[src/fsicr_consts.vh]
// constants for the fail-safe init configuration register bank
`ifndef FSICR_CONSTS_VH
`define FSICR_CONSTS_VH

// -----------------------------------------------------------------
// register indices and data layout (data bit 15 is frame bit 23)
// -----------------------------------------------------------------
`define FSICR_ADDR_W        2
`define FSICR_IDX_REACT1    2'h0
`define FSICR_IDX_REACT2    2'h1
`define FSICR_IDX_FSSM      2'h2
`define FSICR_IDX_SVS       2'h3
`define FSICR_DATA_W        16

// -----------------------------------------------------------------
// field positions
// -----------------------------------------------------------------
`define FSICR_CORE_OV_HI    15
`define FSICR_CORE_OV_LO    14
`define FSICR_CORE_UV_HI    13
`define FSICR_CORE_UV_LO    12
`define FSICR_LOW_OV_HI     3
`define FSICR_LOW_OV_LO     2
`define FSICR_LOW_UV_HI     1
`define FSICR_LOW_UV_LO     0
`define FSICR_LIMIT_HI      15
`define FSICR_LIMIT_LO      14
`define FSICR_PULSE_BIT     9
`define FSICR_DIS8_BIT      4
`define FSICR_OFFS_HI       15
`define FSICR_OFFS_LO       11

// -----------------------------------------------------------------
// reset values
// -----------------------------------------------------------------
`define FSICR_RST_OV        2'h3
`define FSICR_RST_UV        2'h1
`define FSICR_RST_LIMIT     2'h1
`define FSICR_RST_OFFS      5'h00
`define FSICR_OFFS_MAX      5'h10

// -----------------------------------------------------------------
// timing
// -----------------------------------------------------------------
`define FSICR_CLK_HZ        20000000
`define FSICR_PULSE_LONG_US 10000
`define FSICR_PULSE_SHORT_US 1000
`define FSICR_LOW_TIMEOUT_S 8
// 10 ms, 1.0 ms and 8 s at the 20 MHz clock, sized to the counter width
`define FSICR_PULSE_LONG_CYC  28'h0030D40
`define FSICR_PULSE_SHORT_CYC 28'h0004E20
`define FSICR_LOW_TIMEOUT_CYC 28'h9896800
`define FSICR_CNT_W         28

`endif

[src/fsicr_regs.v]
// fail-safe init configuration register bank with reset pulse and low timer
`timescale 1ns/100ps
`include "fsicr_consts.vh"

module fsicr_regs #(
	parameter [`FSICR_CNT_W-1:0] PULSE_LONG_CYC  = `FSICR_PULSE_LONG_CYC,
	parameter [`FSICR_CNT_W-1:0] PULSE_SHORT_CYC = `FSICR_PULSE_SHORT_CYC,
	parameter [`FSICR_CNT_W-1:0] LOW_TIMEOUT_CYC = `FSICR_LOW_TIMEOUT_CYC
) (
	input  wire                      clk_sys_in,
	input  wire                      srst_in,
	input  wire                      wr_en_in,
	input  wire                      rd_en_in,
	input  wire [`FSICR_ADDR_W-1:0]  addr_in,
	input  wire [`FSICR_DATA_W-1:0]  wr_data_in,
	output reg  [`FSICR_DATA_W-1:0]  rd_data_out,
	input  wire [3:0]                fault_counter_value_in,
	input  wire                      reset_request_in,
	input  wire                      reset_pin_sense_n_in,
	output reg                       reset_output_pin_n_out,
	output reg                       long_low_timeout_out,
	output reg  [1:0]                core_over_reaction_out,
	output reg  [1:0]                core_under_reaction_out,
	output reg  [1:0]                io_supply_over_reaction_out,
	output reg  [1:0]                io_supply_under_reaction_out,
	output reg  [1:0]                aux_monitor_over_reaction_out,
	output reg  [1:0]                aux_monitor_under_reaction_out,
	output reg  [1:0]                fault_counter_limit_out,
	output reg                       reset_pulse_length_sel_out,
	output reg                       long_low_timer_disable_out,
	output reg  [4:0]                scaling_offset_code_out,
	output reg  [4:0]                scaling_offset_applied_out
);

	// -----------------------------------------------------------------
	// helpers
	// -----------------------------------------------------------------
	// strobe qualified by one register index
	function reg_hit;
		input                     strobe;
		input [`FSICR_ADDR_W-1:0] addr;
		input [`FSICR_ADDR_W-1:0] idx;
		begin
			reg_hit = strobe && (addr == idx);
		end
	endfunction

	// two-bit selector field starting at a given data bit
	function [1:0] pair_at;
		input [`FSICR_DATA_W-1:0] word;
		input integer             lo;
		begin
			pair_at = word[lo +: 2];
		end
	endfunction

	// codes above 1 0000 have no meaning, the deepest step is the safe reading
	function [4:0] clamp_offset;
		input [4:0] code;
		begin
			if (code > `FSICR_OFFS_MAX) begin
				clamp_offset = `FSICR_OFFS_MAX;
			end else begin
				clamp_offset = code;
			end
		end
	endfunction

	// -----------------------------------------------------------------
	// register write path
	// -----------------------------------------------------------------
	wire wr_react1 = reg_hit(wr_en_in, addr_in, `FSICR_IDX_REACT1);
	wire wr_react2 = reg_hit(wr_en_in, addr_in, `FSICR_IDX_REACT2);
	wire wr_fssm   = reg_hit(wr_en_in, addr_in, `FSICR_IDX_FSSM);
	wire wr_svs    = reg_hit(wr_en_in, addr_in, `FSICR_IDX_SVS);

	// only named fields are stored, other bits are simply dropped
	always @(posedge clk_sys_in) begin
		if (srst_in) begin
			core_over_reaction_out         <= `FSICR_RST_OV;
			core_under_reaction_out        <= `FSICR_RST_UV;
			io_supply_over_reaction_out    <= `FSICR_RST_OV;
			io_supply_under_reaction_out   <= `FSICR_RST_UV;
			aux_monitor_over_reaction_out  <= `FSICR_RST_OV;
			aux_monitor_under_reaction_out <= `FSICR_RST_UV;
			fault_counter_limit_out        <= `FSICR_RST_LIMIT;
			reset_pulse_length_sel_out     <= 1'b0;
			long_low_timer_disable_out     <= 1'b0;
			scaling_offset_code_out        <= `FSICR_RST_OFFS;
		end else begin
			if (wr_react1) begin
				core_over_reaction_out       <= pair_at(wr_data_in, `FSICR_CORE_OV_LO);
				core_under_reaction_out      <= pair_at(wr_data_in, `FSICR_CORE_UV_LO);
				io_supply_over_reaction_out  <= pair_at(wr_data_in, `FSICR_LOW_OV_LO);
				io_supply_under_reaction_out <= pair_at(wr_data_in, `FSICR_LOW_UV_LO);
			end
			if (wr_react2) begin
				aux_monitor_over_reaction_out  <= pair_at(wr_data_in, `FSICR_LOW_OV_LO);
				aux_monitor_under_reaction_out <= pair_at(wr_data_in, `FSICR_LOW_UV_LO);
			end
			if (wr_fssm) begin
				fault_counter_limit_out    <= pair_at(wr_data_in, `FSICR_LIMIT_LO);
				reset_pulse_length_sel_out <= wr_data_in[`FSICR_PULSE_BIT];
				long_low_timer_disable_out <= wr_data_in[`FSICR_DIS8_BIT];
			end
			if (wr_svs) begin
				scaling_offset_code_out <= wr_data_in[`FSICR_OFFS_HI:`FSICR_OFFS_LO];
			end
		end
	end

	// -----------------------------------------------------------------
	// offset applied to the regulator, in 6.25 mV steps
	// -----------------------------------------------------------------
	// raw code stays readable, only the applied value is limited
	always @(posedge clk_sys_in) begin
		if (srst_in) begin
			scaling_offset_applied_out <= `FSICR_RST_OFFS;
		end else begin
			scaling_offset_applied_out <= clamp_offset(scaling_offset_code_out);
		end
	end

	// -----------------------------------------------------------------
	// read path
	// -----------------------------------------------------------------
	reg [`FSICR_DATA_W-1:0] nxt_rd_data;

	// fault count comes straight from the input, so a read is never stale
	always @* begin
		nxt_rd_data = {`FSICR_DATA_W{1'b0}};
		case (addr_in)
			`FSICR_IDX_REACT1: begin
				nxt_rd_data[`FSICR_CORE_OV_HI:`FSICR_CORE_OV_LO] = core_over_reaction_out;
				nxt_rd_data[`FSICR_CORE_UV_HI:`FSICR_CORE_UV_LO] = core_under_reaction_out;
				nxt_rd_data[`FSICR_LOW_OV_HI:`FSICR_LOW_OV_LO]   = io_supply_over_reaction_out;
				nxt_rd_data[`FSICR_LOW_UV_HI:`FSICR_LOW_UV_LO]   = io_supply_under_reaction_out;
			end
			`FSICR_IDX_REACT2: begin
				nxt_rd_data[`FSICR_LOW_OV_HI:`FSICR_LOW_OV_LO] = aux_monitor_over_reaction_out;
				nxt_rd_data[`FSICR_LOW_UV_HI:`FSICR_LOW_UV_LO] = aux_monitor_under_reaction_out;
			end
			`FSICR_IDX_FSSM: begin
				nxt_rd_data[`FSICR_LIMIT_HI:`FSICR_LIMIT_LO] = fault_counter_limit_out;
				nxt_rd_data[`FSICR_PULSE_BIT]               = reset_pulse_length_sel_out;
				nxt_rd_data[`FSICR_DIS8_BIT]                = long_low_timer_disable_out;
				nxt_rd_data[3:0]                            = fault_counter_value_in;
			end
			`FSICR_IDX_SVS: begin
				nxt_rd_data[`FSICR_OFFS_HI:`FSICR_OFFS_LO] = scaling_offset_code_out;
			end
			default: begin
				nxt_rd_data = {`FSICR_DATA_W{1'b0}};
			end
		endcase
	end

	// data held between reads so the frame engine can shift it out
	always @(posedge clk_sys_in) begin
		if (srst_in) begin
			rd_data_out <= {`FSICR_DATA_W{1'b0}};
		end else if (rd_en_in) begin
			rd_data_out <= nxt_rd_data;
		end
	end

	// -----------------------------------------------------------------
	// reset output pulse
	// -----------------------------------------------------------------
	reg  [`FSICR_CNT_W-1:0] pulse_cnt_ff;
	wire [`FSICR_CNT_W-1:0] pulse_len = reset_pulse_length_sel_out ?
		PULSE_SHORT_CYC : PULSE_LONG_CYC;

	// a request during a pulse restarts it, so the pin never glitches high
	always @(posedge clk_sys_in) begin
		if (srst_in) begin
			pulse_cnt_ff           <= {`FSICR_CNT_W{1'b0}};
			reset_output_pin_n_out <= 1'b1;
		end else if (reset_request_in) begin
			pulse_cnt_ff           <= pulse_len - 1'b1;
			reset_output_pin_n_out <= 1'b0;
		end else if (pulse_cnt_ff != {`FSICR_CNT_W{1'b0}}) begin
			pulse_cnt_ff           <= pulse_cnt_ff - 1'b1;
			reset_output_pin_n_out <= 1'b0;
		end else begin
			reset_output_pin_n_out <= 1'b1;
		end
	end

	// -----------------------------------------------------------------
	// long reset-low timer on the sensed pin
	// -----------------------------------------------------------------
	reg                     sense_meta_ff;
	reg                     sense_sync_ff;
	reg [`FSICR_CNT_W-1:0]  low_cnt_ff;

	// two flops, the sensed line is not on this clock
	always @(posedge clk_sys_in) begin
		if (srst_in) begin
			sense_meta_ff <= 1'b1;
			sense_sync_ff <= 1'b1;
		end else begin
			sense_meta_ff <= reset_pin_sense_n_in;
			sense_sync_ff <= sense_meta_ff;
		end
	end

	// the pin may be held low from outside too, hence the sensed level
	always @(posedge clk_sys_in) begin
		if (srst_in) begin
			low_cnt_ff           <= {`FSICR_CNT_W{1'b0}};
			long_low_timeout_out <= 1'b0;
		end else if (sense_sync_ff || long_low_timer_disable_out) begin
			low_cnt_ff           <= {`FSICR_CNT_W{1'b0}};
			long_low_timeout_out <= 1'b0;
		end else if (low_cnt_ff == LOW_TIMEOUT_CYC - 1'b1) begin
			long_low_timeout_out <= 1'b1;
		end else begin
			low_cnt_ff           <= low_cnt_ff + 1'b1;
			long_low_timeout_out <= 1'b0;
		end
	end

endmodule // fsicr_regs

[config.mk]
export PLATFORM = sky130hd
export DESIGN_NAME = fsicr_regs
export DESIGN_NICKNAME = d
export VERILOG_FILES = /design/src/fsicr_regs.v
export VERILOG_INCLUDE_DIRS = /design/src
export SDC_FILE = /design/constraint.sdc
export NUM_CORES = 1
export LEC_CHECK = 0
export BUFFER_PORTS_ARGS = -buffer_cell sky130_fd_sc_hd__buf_2
export CORE_UTILIZATION = 54
export DETAILED_ROUTE_END_ITERATION = 10
export MAX_ROUTING_LAYER = met4
export PLACE_DENSITY = 0.76
export SLEW_MARGIN = 5
export SYNTH_ARGS = -nofsm -noshare
export SYNTH_HDL_FRONTEND = slang
export SYNTH_SLANG_ARGS = --single-unit
[constraint.sdc]
create_clock -name clk_sys_in -period 2.48 [get_ports clk_sys_in]
set_input_delay 0.496 -clock clk_sys_in [delete_from_list [all_inputs] [get_ports clk_sys_in]]
set_output_delay 0.496 -clock clk_sys_in [all_outputs]
set_load 0.02 [all_outputs]
==> impl_results.md, run 1 <==
* Clk slew on worst S/H paths at 0.10 ns
* P_sw at 0.000828 W
* Gr busiest metal: met2
* Cell total after placement at 658
* Hold Buf Count CTS at 0
* Synth top cells by count: dfxtp_1, nand3_1, nand2_1, nor2_1, a21oi_1
* Setup_tns at 0 ns
* Diodes inserted at 0
* Die Ht at 93.0 um
* CTS tree: yes
* Area growth from synthesis to layout at 12.4%
* Crit path required time at 2.71 ns
* Leakage at 2.01 nW
* Via-to-Cell Ratio at 5.78
* Int Pwr at 0.00214 W
* Initial antenna violation count at 0
* # Max-Cap Violations at 0
* Clk_skew at 0.0119 ns
* Comb power frac at 10.8%
* Gr ovfl total at 0
* Status: completed
* Met1 Use GR at 30.2%
* Final setup viols at 0
* Finished Layout Cells at 674
* Die X at 93.0 um
* Final hold slack at 0.355 ns
* Slew headroom at 54.2%
* Crit start category: flip-flop
* All-Layer GR Usage at 24.0%
* Starting Density at 56.7%
* Reg-to-reg startpoint: pulse_cnt_ff[24]
* Setup Buffers After CTS at 0
* Layout cells sized above 1 at 18.9%
* Post_cts resized at 0
* Synthesized area at 4480 sq um
* Ys async rst share at 0%
* Clk pwr share at 33.7%
* Switching power share of the total at 27.9%
* Drc violations at 0
* Power Dens Cells at 589 nW/um^2
* Root buffer cell: clkbuf_8
* Gp weighted congestion at 0.842
* Final #Nets at 604
* Synthesis-stage register bit count at 97
* HPWL after DPL at 6950 um
* Met2 Track Usage GR at 39.3%
* Final critical-path required period at 2.20 ns
* Number of global-route vias before repair at 3618
* Hold Crit Class: input port to flip-flop
* Worst-margin pin slew at 0.682 ns
* WL final at 9660 um
* Post-synth top area share at 43.4%
* DIE AREA at 8660 sq um
* Syn Area/Cell at 8.72 sq um
* Synth area leader: dfxtp_1
* Hold Vio Cnt, Final at 0
* Routed Antenna Nets at 0
* Post-synth EDFFs at 0
* Vias at 3895
* Yosys cell types at 59
* Met3 Usage GRT at 3.01%
* Ys Warns at 0
* CTS buffer count at 9
* Drt wl/cell at 14.3 um
* Cell-by-cell trace of the critical path: nor4_1 > nand3_2 > o31ai_1 > xor2_1 > a21oi_1
* Final period utilization at 88.7%
* Cells after Synth at 513
* Worst-Skew Late Latency at 0.36 ns
* Maximum vdd ir drop at 0.000390 V
* Htree depth at 3
* Sink Count at 97
* Max Slew Vio Count at 0
* Core region area at 7890 sq um
* Max Clk Rate at 455 MHz
* CTS Buffer Depth at 2
* Site Rows at 32
* Number of port buffers at 61
* WP data arrival at 2.43 ns
* Ys flop type: dfxtp_1
* Critical Path Sink Type: flip-flop
* Crit path launch: pulse_cnt_ff[24]
* DR iter-0 viols at 205
* Worst-path maximum fanout at 9
* Top post-synthesis cells by area: dfxtp_1, nand3_1, a21oi_1
* Count leader, synth: dfxtp_1
* Final Core Density at 63.8%
* RSZ-0062 raised after global routing: no
* Hold wc startpoint: reset_pin_sense_n_in
* Num ports at 72
* Sequential power share at 55.5%
* First-pass GRT wire length at 16300 um
* FILL cells at 699
* Largest net degree at the start of global routing at 38
* Post-synthesis sequential area ratio at 43.4%
* CP Class: flip-flop to flip-flop
* Crit-path slowest cell: o31ai_1
* Drt first pass iters at 4
* Critical Path Max Stage Delay at 0.62 ns
-- sequential cells by signal (all words and copies together), names as in the netlist, 2 cells and up --
signal	flops
fault_counter_limit_out	2
scaling_offset_code_out	5
low_cnt_ff	28
core_over_reaction_out	2
rd_data_out	11
core_under_reaction_out	2
io_supply_over_reaction_out	2
aux_monitor_under_reaction_out	2
pulse_cnt_ff	28
io_supply_under_reaction_out	2
scaling_offset_applied_out	5
aux_monitor_over_reaction_out	2
-- critical path: cells and delay by family, from the launching register on --
family,cells,cell delay (ns)
flops,1,0.34
compound gates,2,0.70
simple gates,2,0.84
xor+xnor,1,0.19
-- path summary, 6_finish.rpt --
check	cells past startpoint	slack, ns	end
setup / recovery	5	0.28	pulse_cnt_ff[2]
hold / removal	2	0.35	sense_meta_ff
setup reg to reg	5	0.28	pulse_cnt_ff[2]
hold reg to reg	1	0.42	sense_sync_ff
-- cells by family (layout without fill, tap and decap cells) --
family                     after synthesis  after routing  share of synthesized area (%)
AOI/OAI and AO/OA                       88             88                           12.8
and+or+nand+nor                        244            244                           29.8
adders and majority gates                9              9                           2.52
DFF                                     97             97                           43.4
xor gates and xnor gates                25             25                           4.89
muxes                                   11             11                           2.57
other                                    1              5                         0.0838
buffers and inverters                   38             93                           4.00
-- metrics by stage --
step                setup WS, ns  instance area, sq um  power [W]
global placement           0.368                  4830    0.00199
detailed placement         0.336                  4830    0.00200
CTS                        0.297                  5030    0.00299
finish                     0.281                  5030    0.00296
global route              0.0754                  5030    0.00310
floorplan                  0.492                  4490    0.00192
-- layout by cell type, fill, tap and decap left out, types with 3 or more instances in the layout --
cell type  Yosys  final
or4_1         11     11
clkbuf_8       0     10
nand2_1       45     45
o41ai_1        3      3
and2_1         7      7
a31oi_1        4      4
o31a_1         3      3
ha_1           9      9
o31ai_1       10     10
conb_1         1      5
nor4_1         6      6
nor2_1        45     45
buf_2          2     61
inv_1          8      8
a222oi_1       6      6
or2_2          3      3
dfxtp_1       97     97
xnor2_1        7      7
nand2b_1       5      5
buf_4          5      8
xor2_1        18     18
nand4_1       17     17
and3_1         8      8
nor3_1        13     13
mux2i_1       10     10
o21ai_0       11     11
or3_1         15     15
nand3_1       47     47
nor4_2         3      3
a21oi_1       36     36
-- per-layer routing --
layer | up-vias | routed length (um) | part of all wire (%)
met5 | - | 0 | 0
met4 | 0 | 153 | 1.6
met3 | 12 | 313 | 3.2
met2 | 72 | 4770 | 49
met1 | 1842 | 4430 | 46
li1 | 1969 | - | -
-- area by class of cell --
cell class              count  area (sq um)  area share [%]
well taps                 102           128            2.54
flip-flops and latches     97          1940            38.6
inverters                   8          30.0           0.597
clock inverters             6          57.6            1.14
multi-input cells         382          2370            47.1
clock buffers              10           138            2.74
repair buffers             69           365            7.26
-- power groups by stage --
stage	Sequential [W]	Clock [W]	Combinational [W]
after floorplan	0.00170	0	0.000220
after global placement	0.00168	0	0.000311
after detailed placement	0.00168	0	0.000318
after CTS	0.00164	0.00103	0.000320
after global routing	0.00165	0.00110	0.000355
final	0.00165	0.000999	0.000320
Note: power is estimated with default switching activity, not from simulation.
==> inputs of run 2 (changes only) <==
--- a/config.mk
+++ b/config.mk
@@ -10,7 +10,7 @@
 export CORE_UTILIZATION = 54
 export DETAILED_ROUTE_END_ITERATION = 10
 export MAX_ROUTING_LAYER = met4
-export PLACE_DENSITY = 0.76
+export PLACE_DENSITY = 0.86
 export SLEW_MARGIN = 5
 export SYNTH_ARGS = -nofsm -noshare
 export SYNTH_HDL_FRONTEND = slang
==> run 2 against run 1 <==
Compared with the run above: hold slack lost 0.017 ns; clock-buffer cell count is the same; power grew 0.56%; register-to-register slack is essentially flat; design area is essentially flat; critical path depth is the same; sequential share of layout area is essentially flat; sequential cell count is the same; utilization is essentially flat; non-clock buffer count is the same; setup slack gained 0.0071 ns.
==> impl_results.md, run 2 (same netlist as run 1, synthesis figures left out) <==
* Status: completed
* Die Ht at 93.0 um (unchanged)
* # Max-Cap Violations at 0 (unchanged)
* Final setup viols at 0 (unchanged)
* CTS tree: yes
* Critical Path Sink Type: flip-flop
* Critical Path Max Stage Delay at 0.54 ns (-0.08 ns)
* WP data arrival at 2.50 ns (+0.07 ns)
* Worst-path maximum fanout at 7 (-2)
* P_sw at 0.000845 W (+2.1%)
* Vias at 4076 (+4.6%)
* Worst path bufs/invs at 0 (unchanged)
* Number of global-route vias before repair at 3804 (+5.1%)
* Area growth from synthesis to layout at 12.5% (about the same)
* Num ports at 72 (unchanged)
* DIE AREA at 8660 sq um (unchanged)
* Max Clk Rate at 456 MHz (+0.32%)
* Final #Nets at 604 (unchanged)
* Final critical-path required period at 2.19 ns (-0.00708 ns)
* Gr ovfl total at 0 (unchanged)
* Final period utilization at 88.4% (-0.29 points)
* Clk pwr share at 33.8% (about the same)
* Gp weighted congestion at 0.823 (-2.2%)
* Drc violations at 0 (unchanged)
* Drt wl/cell at 15.2 um (+5.8%)
* DR iter-0 viols at 214 (+4.4%)
* Slew headroom at 50.4% (-3.8 points)
* Worst-margin pin slew at 0.738 ns (+0.0567 ns)
* CP Class: flip-flop to flip-flop
* Hold Vio Cnt, Final at 0 (unchanged)
* Crit-path slowest cell: nor4_1
* Setup_tns at 0 ns (unchanged)
* Worst-Skew Late Latency at 0.37 ns (about the same)
* CTS Buffer Depth at 2 (unchanged)
* Largest net degree at the start of global routing at 40 (+5.3%)
* Site Rows at 32 (unchanged)
* Layout cells sized above 1 at 19.1% (+0.17 points)
* Htree depth at 3 (unchanged)
* Starting Density at 56.7% (unchanged)
* CTS buffer count at 9 (unchanged)
* Hold Crit Class: input port to flip-flop
* Post-DP Area at 4830 sq um (unchanged)
* Sequential power share at 55.2% (-0.3 points)
* Int Pwr at 0.00214 W (about the same)
* Die X at 93.0 um (unchanged)
* Leakage at 2.00 nW (-0.18%)
* Clk_skew at 0.0134 ns (+0.00146 ns)
* All-Layer GR Usage at 25.5% (+1.5 points)
* Core region area at 7890 sq um (unchanged)
* Clk slew on worst S/H paths at 0.10 ns (about the same)
* Most common cell after layout, fill and taps aside: dfxtp_1
* RSZ-0062 raised after global routing: no
* Max Slew Vio Count at 0 (unchanged)
* Comb power frac at 11.0% (+0.2 points)
* Critical path's top delay family: simple AND/OR/NAND/NOR gates
* Maximum vdd ir drop at 0.000349 V (-10%)
* First-pass GRT wire length at 17300 um (+6.1%)
* Sink Count at 97 (unchanged)
* Via-to-Cell Ratio at 6.05 (+4.6%)
* Power Dens Cells at 592 nW/um^2 (+0.48%)
* Crit start category: flip-flop
* Routed Antenna Nets at 0 (unchanged)
* Hold Buf Count CTS at 0 (unchanged)
* Number of port buffers at 61 (unchanged)
* Drt first pass iters at 5 (+1)
* Diodes inserted at 0 (unchanged)
* Crit path required time at 2.78 ns (+0.07 ns)
* Switching power share of the total at 28.4% (+0.42 points)
* Root buffer cell: clkbuf_8
* Biggest regs: low_cnt_ff (28), pulse_cnt_ff (28), rd_data_out (11)
* Cell-by-cell trace of the critical path: nor4_1 > nand3_2 > or3_4 > mux2_4 > a21oi_2
* HPWL after DPL at 7180 um (+3.4%)
* Initial antenna violation count at 0 (unchanged)
* WL final at 10200 um (+5.8%)
* Most frequent cells in the layout: dfxtp_1, buf_2, nand3_1, nor2_1, nand2_1
* Design area at 5030 sq um (about the same)
## run 2: changes by cell type in the layout (fill, tap and decap cells not counted), sizes merged
| cell | change |
|---|---|
| clkinvlp | +1 |
| clkinv | -1 |
## run 2: power groups by stage
stage / logic (W) / clock network (W) / registers (W)
floorplan: 0.000220 / 0 / 0.00170
global placement: 0.000309 / 0 / 0.00168
detailed placement: 0.000321 / 0 / 0.00168
CTS: 0.000325 / 0.00102 / 0.00164
global route: 0.000360 / 0.00109 / 0.00165
finish: 0.000327 / 0.00101 / 0.00165
## run 2: final timing paths
check	from	slack, ns	endpoint	depth (start not counted)
worst min register to register	sense_meta_ff	0.43	sense_sync_ff	1
worst max register to register	pulse_cnt_ff[16]	0.29	pulse_cnt_ff[1]	5
worst max-delay path	pulse_cnt_ff[16]	0.29	pulse_cnt_ff[1]	5
worst min-delay path	reset_pin_sense_n_in	0.34	sense_meta_ff	2
## run 2: per-stage QoR
step / total power (W) / worst slack, ns / hold WS, ns / util (%) / std cells
6_report: 0.00298 / 0.288 / 0.338 / 63.8 / 674
5_1_grt: 0.00310 / 0.0988 / 0.326 / 63.8 / 674
4_1_cts: 0.00299 / 0.274 / 0.326 / 63.8 / 674
3_5_place_dp: 0.00200 / 0.317 / 0.416 / 61.3 / 658
3_3_place_gp: 0.00199 / 0.408 / 0.394 / 61.3 / 658
2_1_floorplan: 0.00192 / 0.492 / 0.389 / - / 517
## run 2: final cells by class
cell class                 instances  area [sq um]
clock inverter                     6          56.3
clock buffer                      10           138
timing repair buffer              69           365
sequential                        97          1940
tap                              102           128
fill                             633          2850
multi-input combinational        382          2370
inverter                           8          30.0
## run 2: routing by layer
| layer | track usage (%) | wire length, um | vias to the layer above |
|---|---|---|---|
| li1 | - | - | 1981 |
| met5 | - | 0 | - |
| met1 | 30.1 | 4300 | 1940 |
| met2 | 42.3 | 5070 | 136 |
| met3 | 5.04 | 645 | 19 |
| met4 | 11.0 | 206 | 0 |
## run 2: repair_timing
item                                    CTS  global route
setup buffers                             0             0
gates resized for setup                   0             1
endpoints found under the setup margin    0             2
==> inputs of run 3 (changes only) <==
--- a/config.mk
+++ b/config.mk
@@ -7,10 +7,10 @@
 export NUM_CORES = 1
 export LEC_CHECK = 0
 export BUFFER_PORTS_ARGS = -buffer_cell sky130_fd_sc_hd__buf_2
-export CORE_UTILIZATION = 54
+export CORE_UTILIZATION = 50
 export DETAILED_ROUTE_END_ITERATION = 10
 export MAX_ROUTING_LAYER = met4
-export PLACE_DENSITY = 0.86
+export PLACE_DENSITY = 0.81
 export SLEW_MARGIN = 5
 export SYNTH_ARGS = -nofsm -noshare
 export SYNTH_HDL_FRONTEND = slang
==> run 3 against run 2 <==
Compared with the run above: hold slack better by 0.0069 ns; highest routed layer unchanged; utilization shrank 5.8 points; first-iteration DRC count rose by 5.1%; die area up 7.8%; clock skew rose by 0.0012 ns; critical path depth stayed put; power down 0.27%; non-clock buffer count is the same; register-to-register slack improved by 0.02 ns; setup slack better by 0.019 ns; design area hardly changed; sequential share of layout area is essentially flat.
==> impl_results.md, run 3 (same netlist as run 1, synthesis figures left out) <==
* Worst-Skew Late Latency at 0.36 ns (about the same)
* Hold Vio Cnt, Final at 0 (unchanged)
* Drt wl/cell at 14.5 um (-4.4%)
* Clk pwr share at 33.8% (about the same)
* R2R Path End: pulse_cnt_ff[2]
* All-Layer GR Usage at 21.6% (-3.9 points)
* Critical Path Sink Type: flip-flop
* CTS tree: yes
* Gp weighted congestion at 0.850 (+3.2%)
* Routed Antenna Nets at 0 (unchanged)
* Hold wc startpoint: reset_pin_sense_n_in
* CTS Buffer Depth at 2 (unchanged)
* Setup Buffers After CTS at 0 (unchanged)
* Final critical-path required period at 2.17 ns (-0.0195 ns)
* Switching power share of the total at 28.2% (-0.17 points)
* Clk_skew at 0.0146 ns (+0.00125 ns)
* Starting Density at 51.6% (-5.2 points)
* Sink Count at 97 (unchanged)
* Die X at 96.6 um (+3.8%)
* Crit path required time at 2.72 ns (-0.06 ns)
* Reg-to-reg startpoint: pulse_cnt_ff[16]
* Number of port buffers at 61 (unchanged)
* Biggest regs: low_cnt_ff (28), pulse_cnt_ff (28), rd_data_out (11)
* Vias at 3966 (-2.7%)
* P_sw at 0.000838 W (-0.85%)
* R2R cell count at 5 (unchanged)
* Most common cell after layout, fill and taps aside: dfxtp_1
* Final #Nets at 604 (unchanged)
* Gr ovfl total at 0 (unchanged)
* Comb power frac at 10.8% (-0.2 points)
* Layout cells sized above 1 at 18.9% (-0.17 points)
* WP data arrival at 2.41 ns (-0.09 ns)
* Site Rows at 34 (+6.3%)
* WL final at 9860 um (-3.5%)
* Drc violations at 0 (unchanged)
* Post_cts resized at 0 (unchanged)
* Crit start category: flip-flop
* # Max-Cap Violations at 0 (unchanged)
* CTS buffer count at 9 (unchanged)
* Status: completed
* Via-to-Cell Ratio at 5.83 (-3.6%)
* Number of global-route vias before repair at 3653 (-4.0%)
* Initial antenna violation count at 0 (unchanged)
* DIE AREA at 9330 sq um (+7.8%)
* Max Slew Vio Count at 0 (unchanged)
* CP Class: flip-flop to flip-flop
* Sequential power share at 55.3% (about the same)
* Final setup viols at 0 (unchanged)
* Num ports at 72 (unchanged)
* Root buffer cell: clkbuf_8
* Max Clk Rate at 460 MHz (+0.90%)
* Clk slew on worst S/H paths at 0.10 ns (about the same)
* Cell total after placement at 664 (+0.91%)
* Hold Buf Count CTS at 0 (unchanged)
* Hold depth at 2 (unchanged)
* Slew headroom at 54.7% (+4.3 points)
* Worst-path maximum fanout at 7 (unchanged)
* First-pass GRT wire length at 16400 um (-5.4%)
* Maximum vdd ir drop at 0.000323 V (-7.6%)
* DR iter-0 viols at 225 (+5.1%)
* Diodes inserted at 0 (unchanged)
* Setup_tns at 0 ns (unchanged)
* Hold Crit Class: input port to flip-flop
* Worst-margin pin slew at 0.674 ns (-0.0646 ns)
* Core region area at 8680 sq um (+10%)
* R2R Setup Slk at 0.31 ns (+0.02 ns)
* Finished Layout Cells at 680 (+0.89%)
* Final period utilization at 87.6% (-0.78 points)
* Die Ht at 96.6 um (+3.8%)
* Area growth from synthesis to layout at 12.6% (about the same)
* Largest net degree at the start of global routing at 38 (-5.0%)
* Drt first pass iters at 4 (-1)
* Htree depth at 3 (unchanged)
* Int Pwr at 0.00214 W (about the same)
* RSZ-0062 raised after global routing: no
* Most frequent cells in the layout: dfxtp_1, buf_2, nand3_1, nor2_1, nand2_1
* Leakage at 2.00 nW (+0.10%)
* Power Dens Cells at 590 nW/um^2 (-0.34%)
* HPWL after DPL at 7070 um (-1.5%)
* Hold Path End: sense_meta_ff
[run 3: layout make-up]
type	instances	area, sq um
clock buffer	10	138
clock inverter	6	57.6
fill	772	3640
inverter	8	30.0
multi-input combinational	382	2370
sequential	97	1940
tap	108	135
timing repair buffer	69	365
[run 3: how the worst max path moves through the flow]
stage	start	to	slack (ns)	depth (start not counted)
after detailed placement	low_cnt_ff[0]	low_cnt_ff[2]	0.37	6
after floorplan	low_cnt_ff[0]	low_cnt_ff[1]	0.49	7
after global placement	pulse_cnt_ff[15]	pulse_cnt_ff[2]	0.39	5
after global routing	pulse_cnt_ff[15]	pulse_cnt_ff[4]	0.07	5
after CTS	pulse_cnt_ff[16]	pulse_cnt_ff[2]	0.34	5
final	pulse_cnt_ff[16]	pulse_cnt_ff[2]	0.31	5
[run 3: power by group through the flow]
stage / registers, W / logic [W] / clock network [W]
after floorplan: 0.00170 / 0.000220 / 0
final: 0.00165 / 0.000323 / 0.00101
after global routing: 0.00165 / 0.000352 / 0.00108
after CTS: 0.00164 / 0.000320 / 0.00103
after global placement: 0.00168 / 0.000308 / 0
after detailed placement: 0.00168 / 0.000318 / 0
[run 3: routing by layer]
layer | vias up | part of all wire (%) | global-route usage [%]
met3 | 18 | 5.1 | 3.76
li1 | 1971 | - | -
met5 | - | 0 | -
met1 | 1856 | 43 | 26.1
met2 | 121 | 50 | 35.9
met4 | 0 | 1.8 | 8.84
[run 3: through the flow]
| step | util [%] | cell area, sq um | worst slack [ns] | total power (W) | hold WS, ns |
|---|---|---|---|---|---|
| floorplan | - | 4490 | 0.492 | 0.00192 | 0.389 |
| global placement | 55.8 | 4840 | 0.387 | 0.00199 | 0.398 |
| detailed placement | 55.8 | 4840 | 0.371 | 0.00200 | 0.404 |
| CTS | 58.0 | 5040 | 0.343 | 0.00299 | 0.330 |
| global route | 58.0 | 5040 | 0.0697 | 0.00308 | 0.337 |
| finish | 58.0 | 5040 | 0.308 | 0.00297 | 0.345 |
[run 3: worst max-delay path: stages, from the launching register on]
cell and delay (ns):
dfxtp_1 0.36, nor4_1 0.53, nand3_2 0.26, o31ai_1 0.62, xor2_1 0.21, a21oi_1 0.08
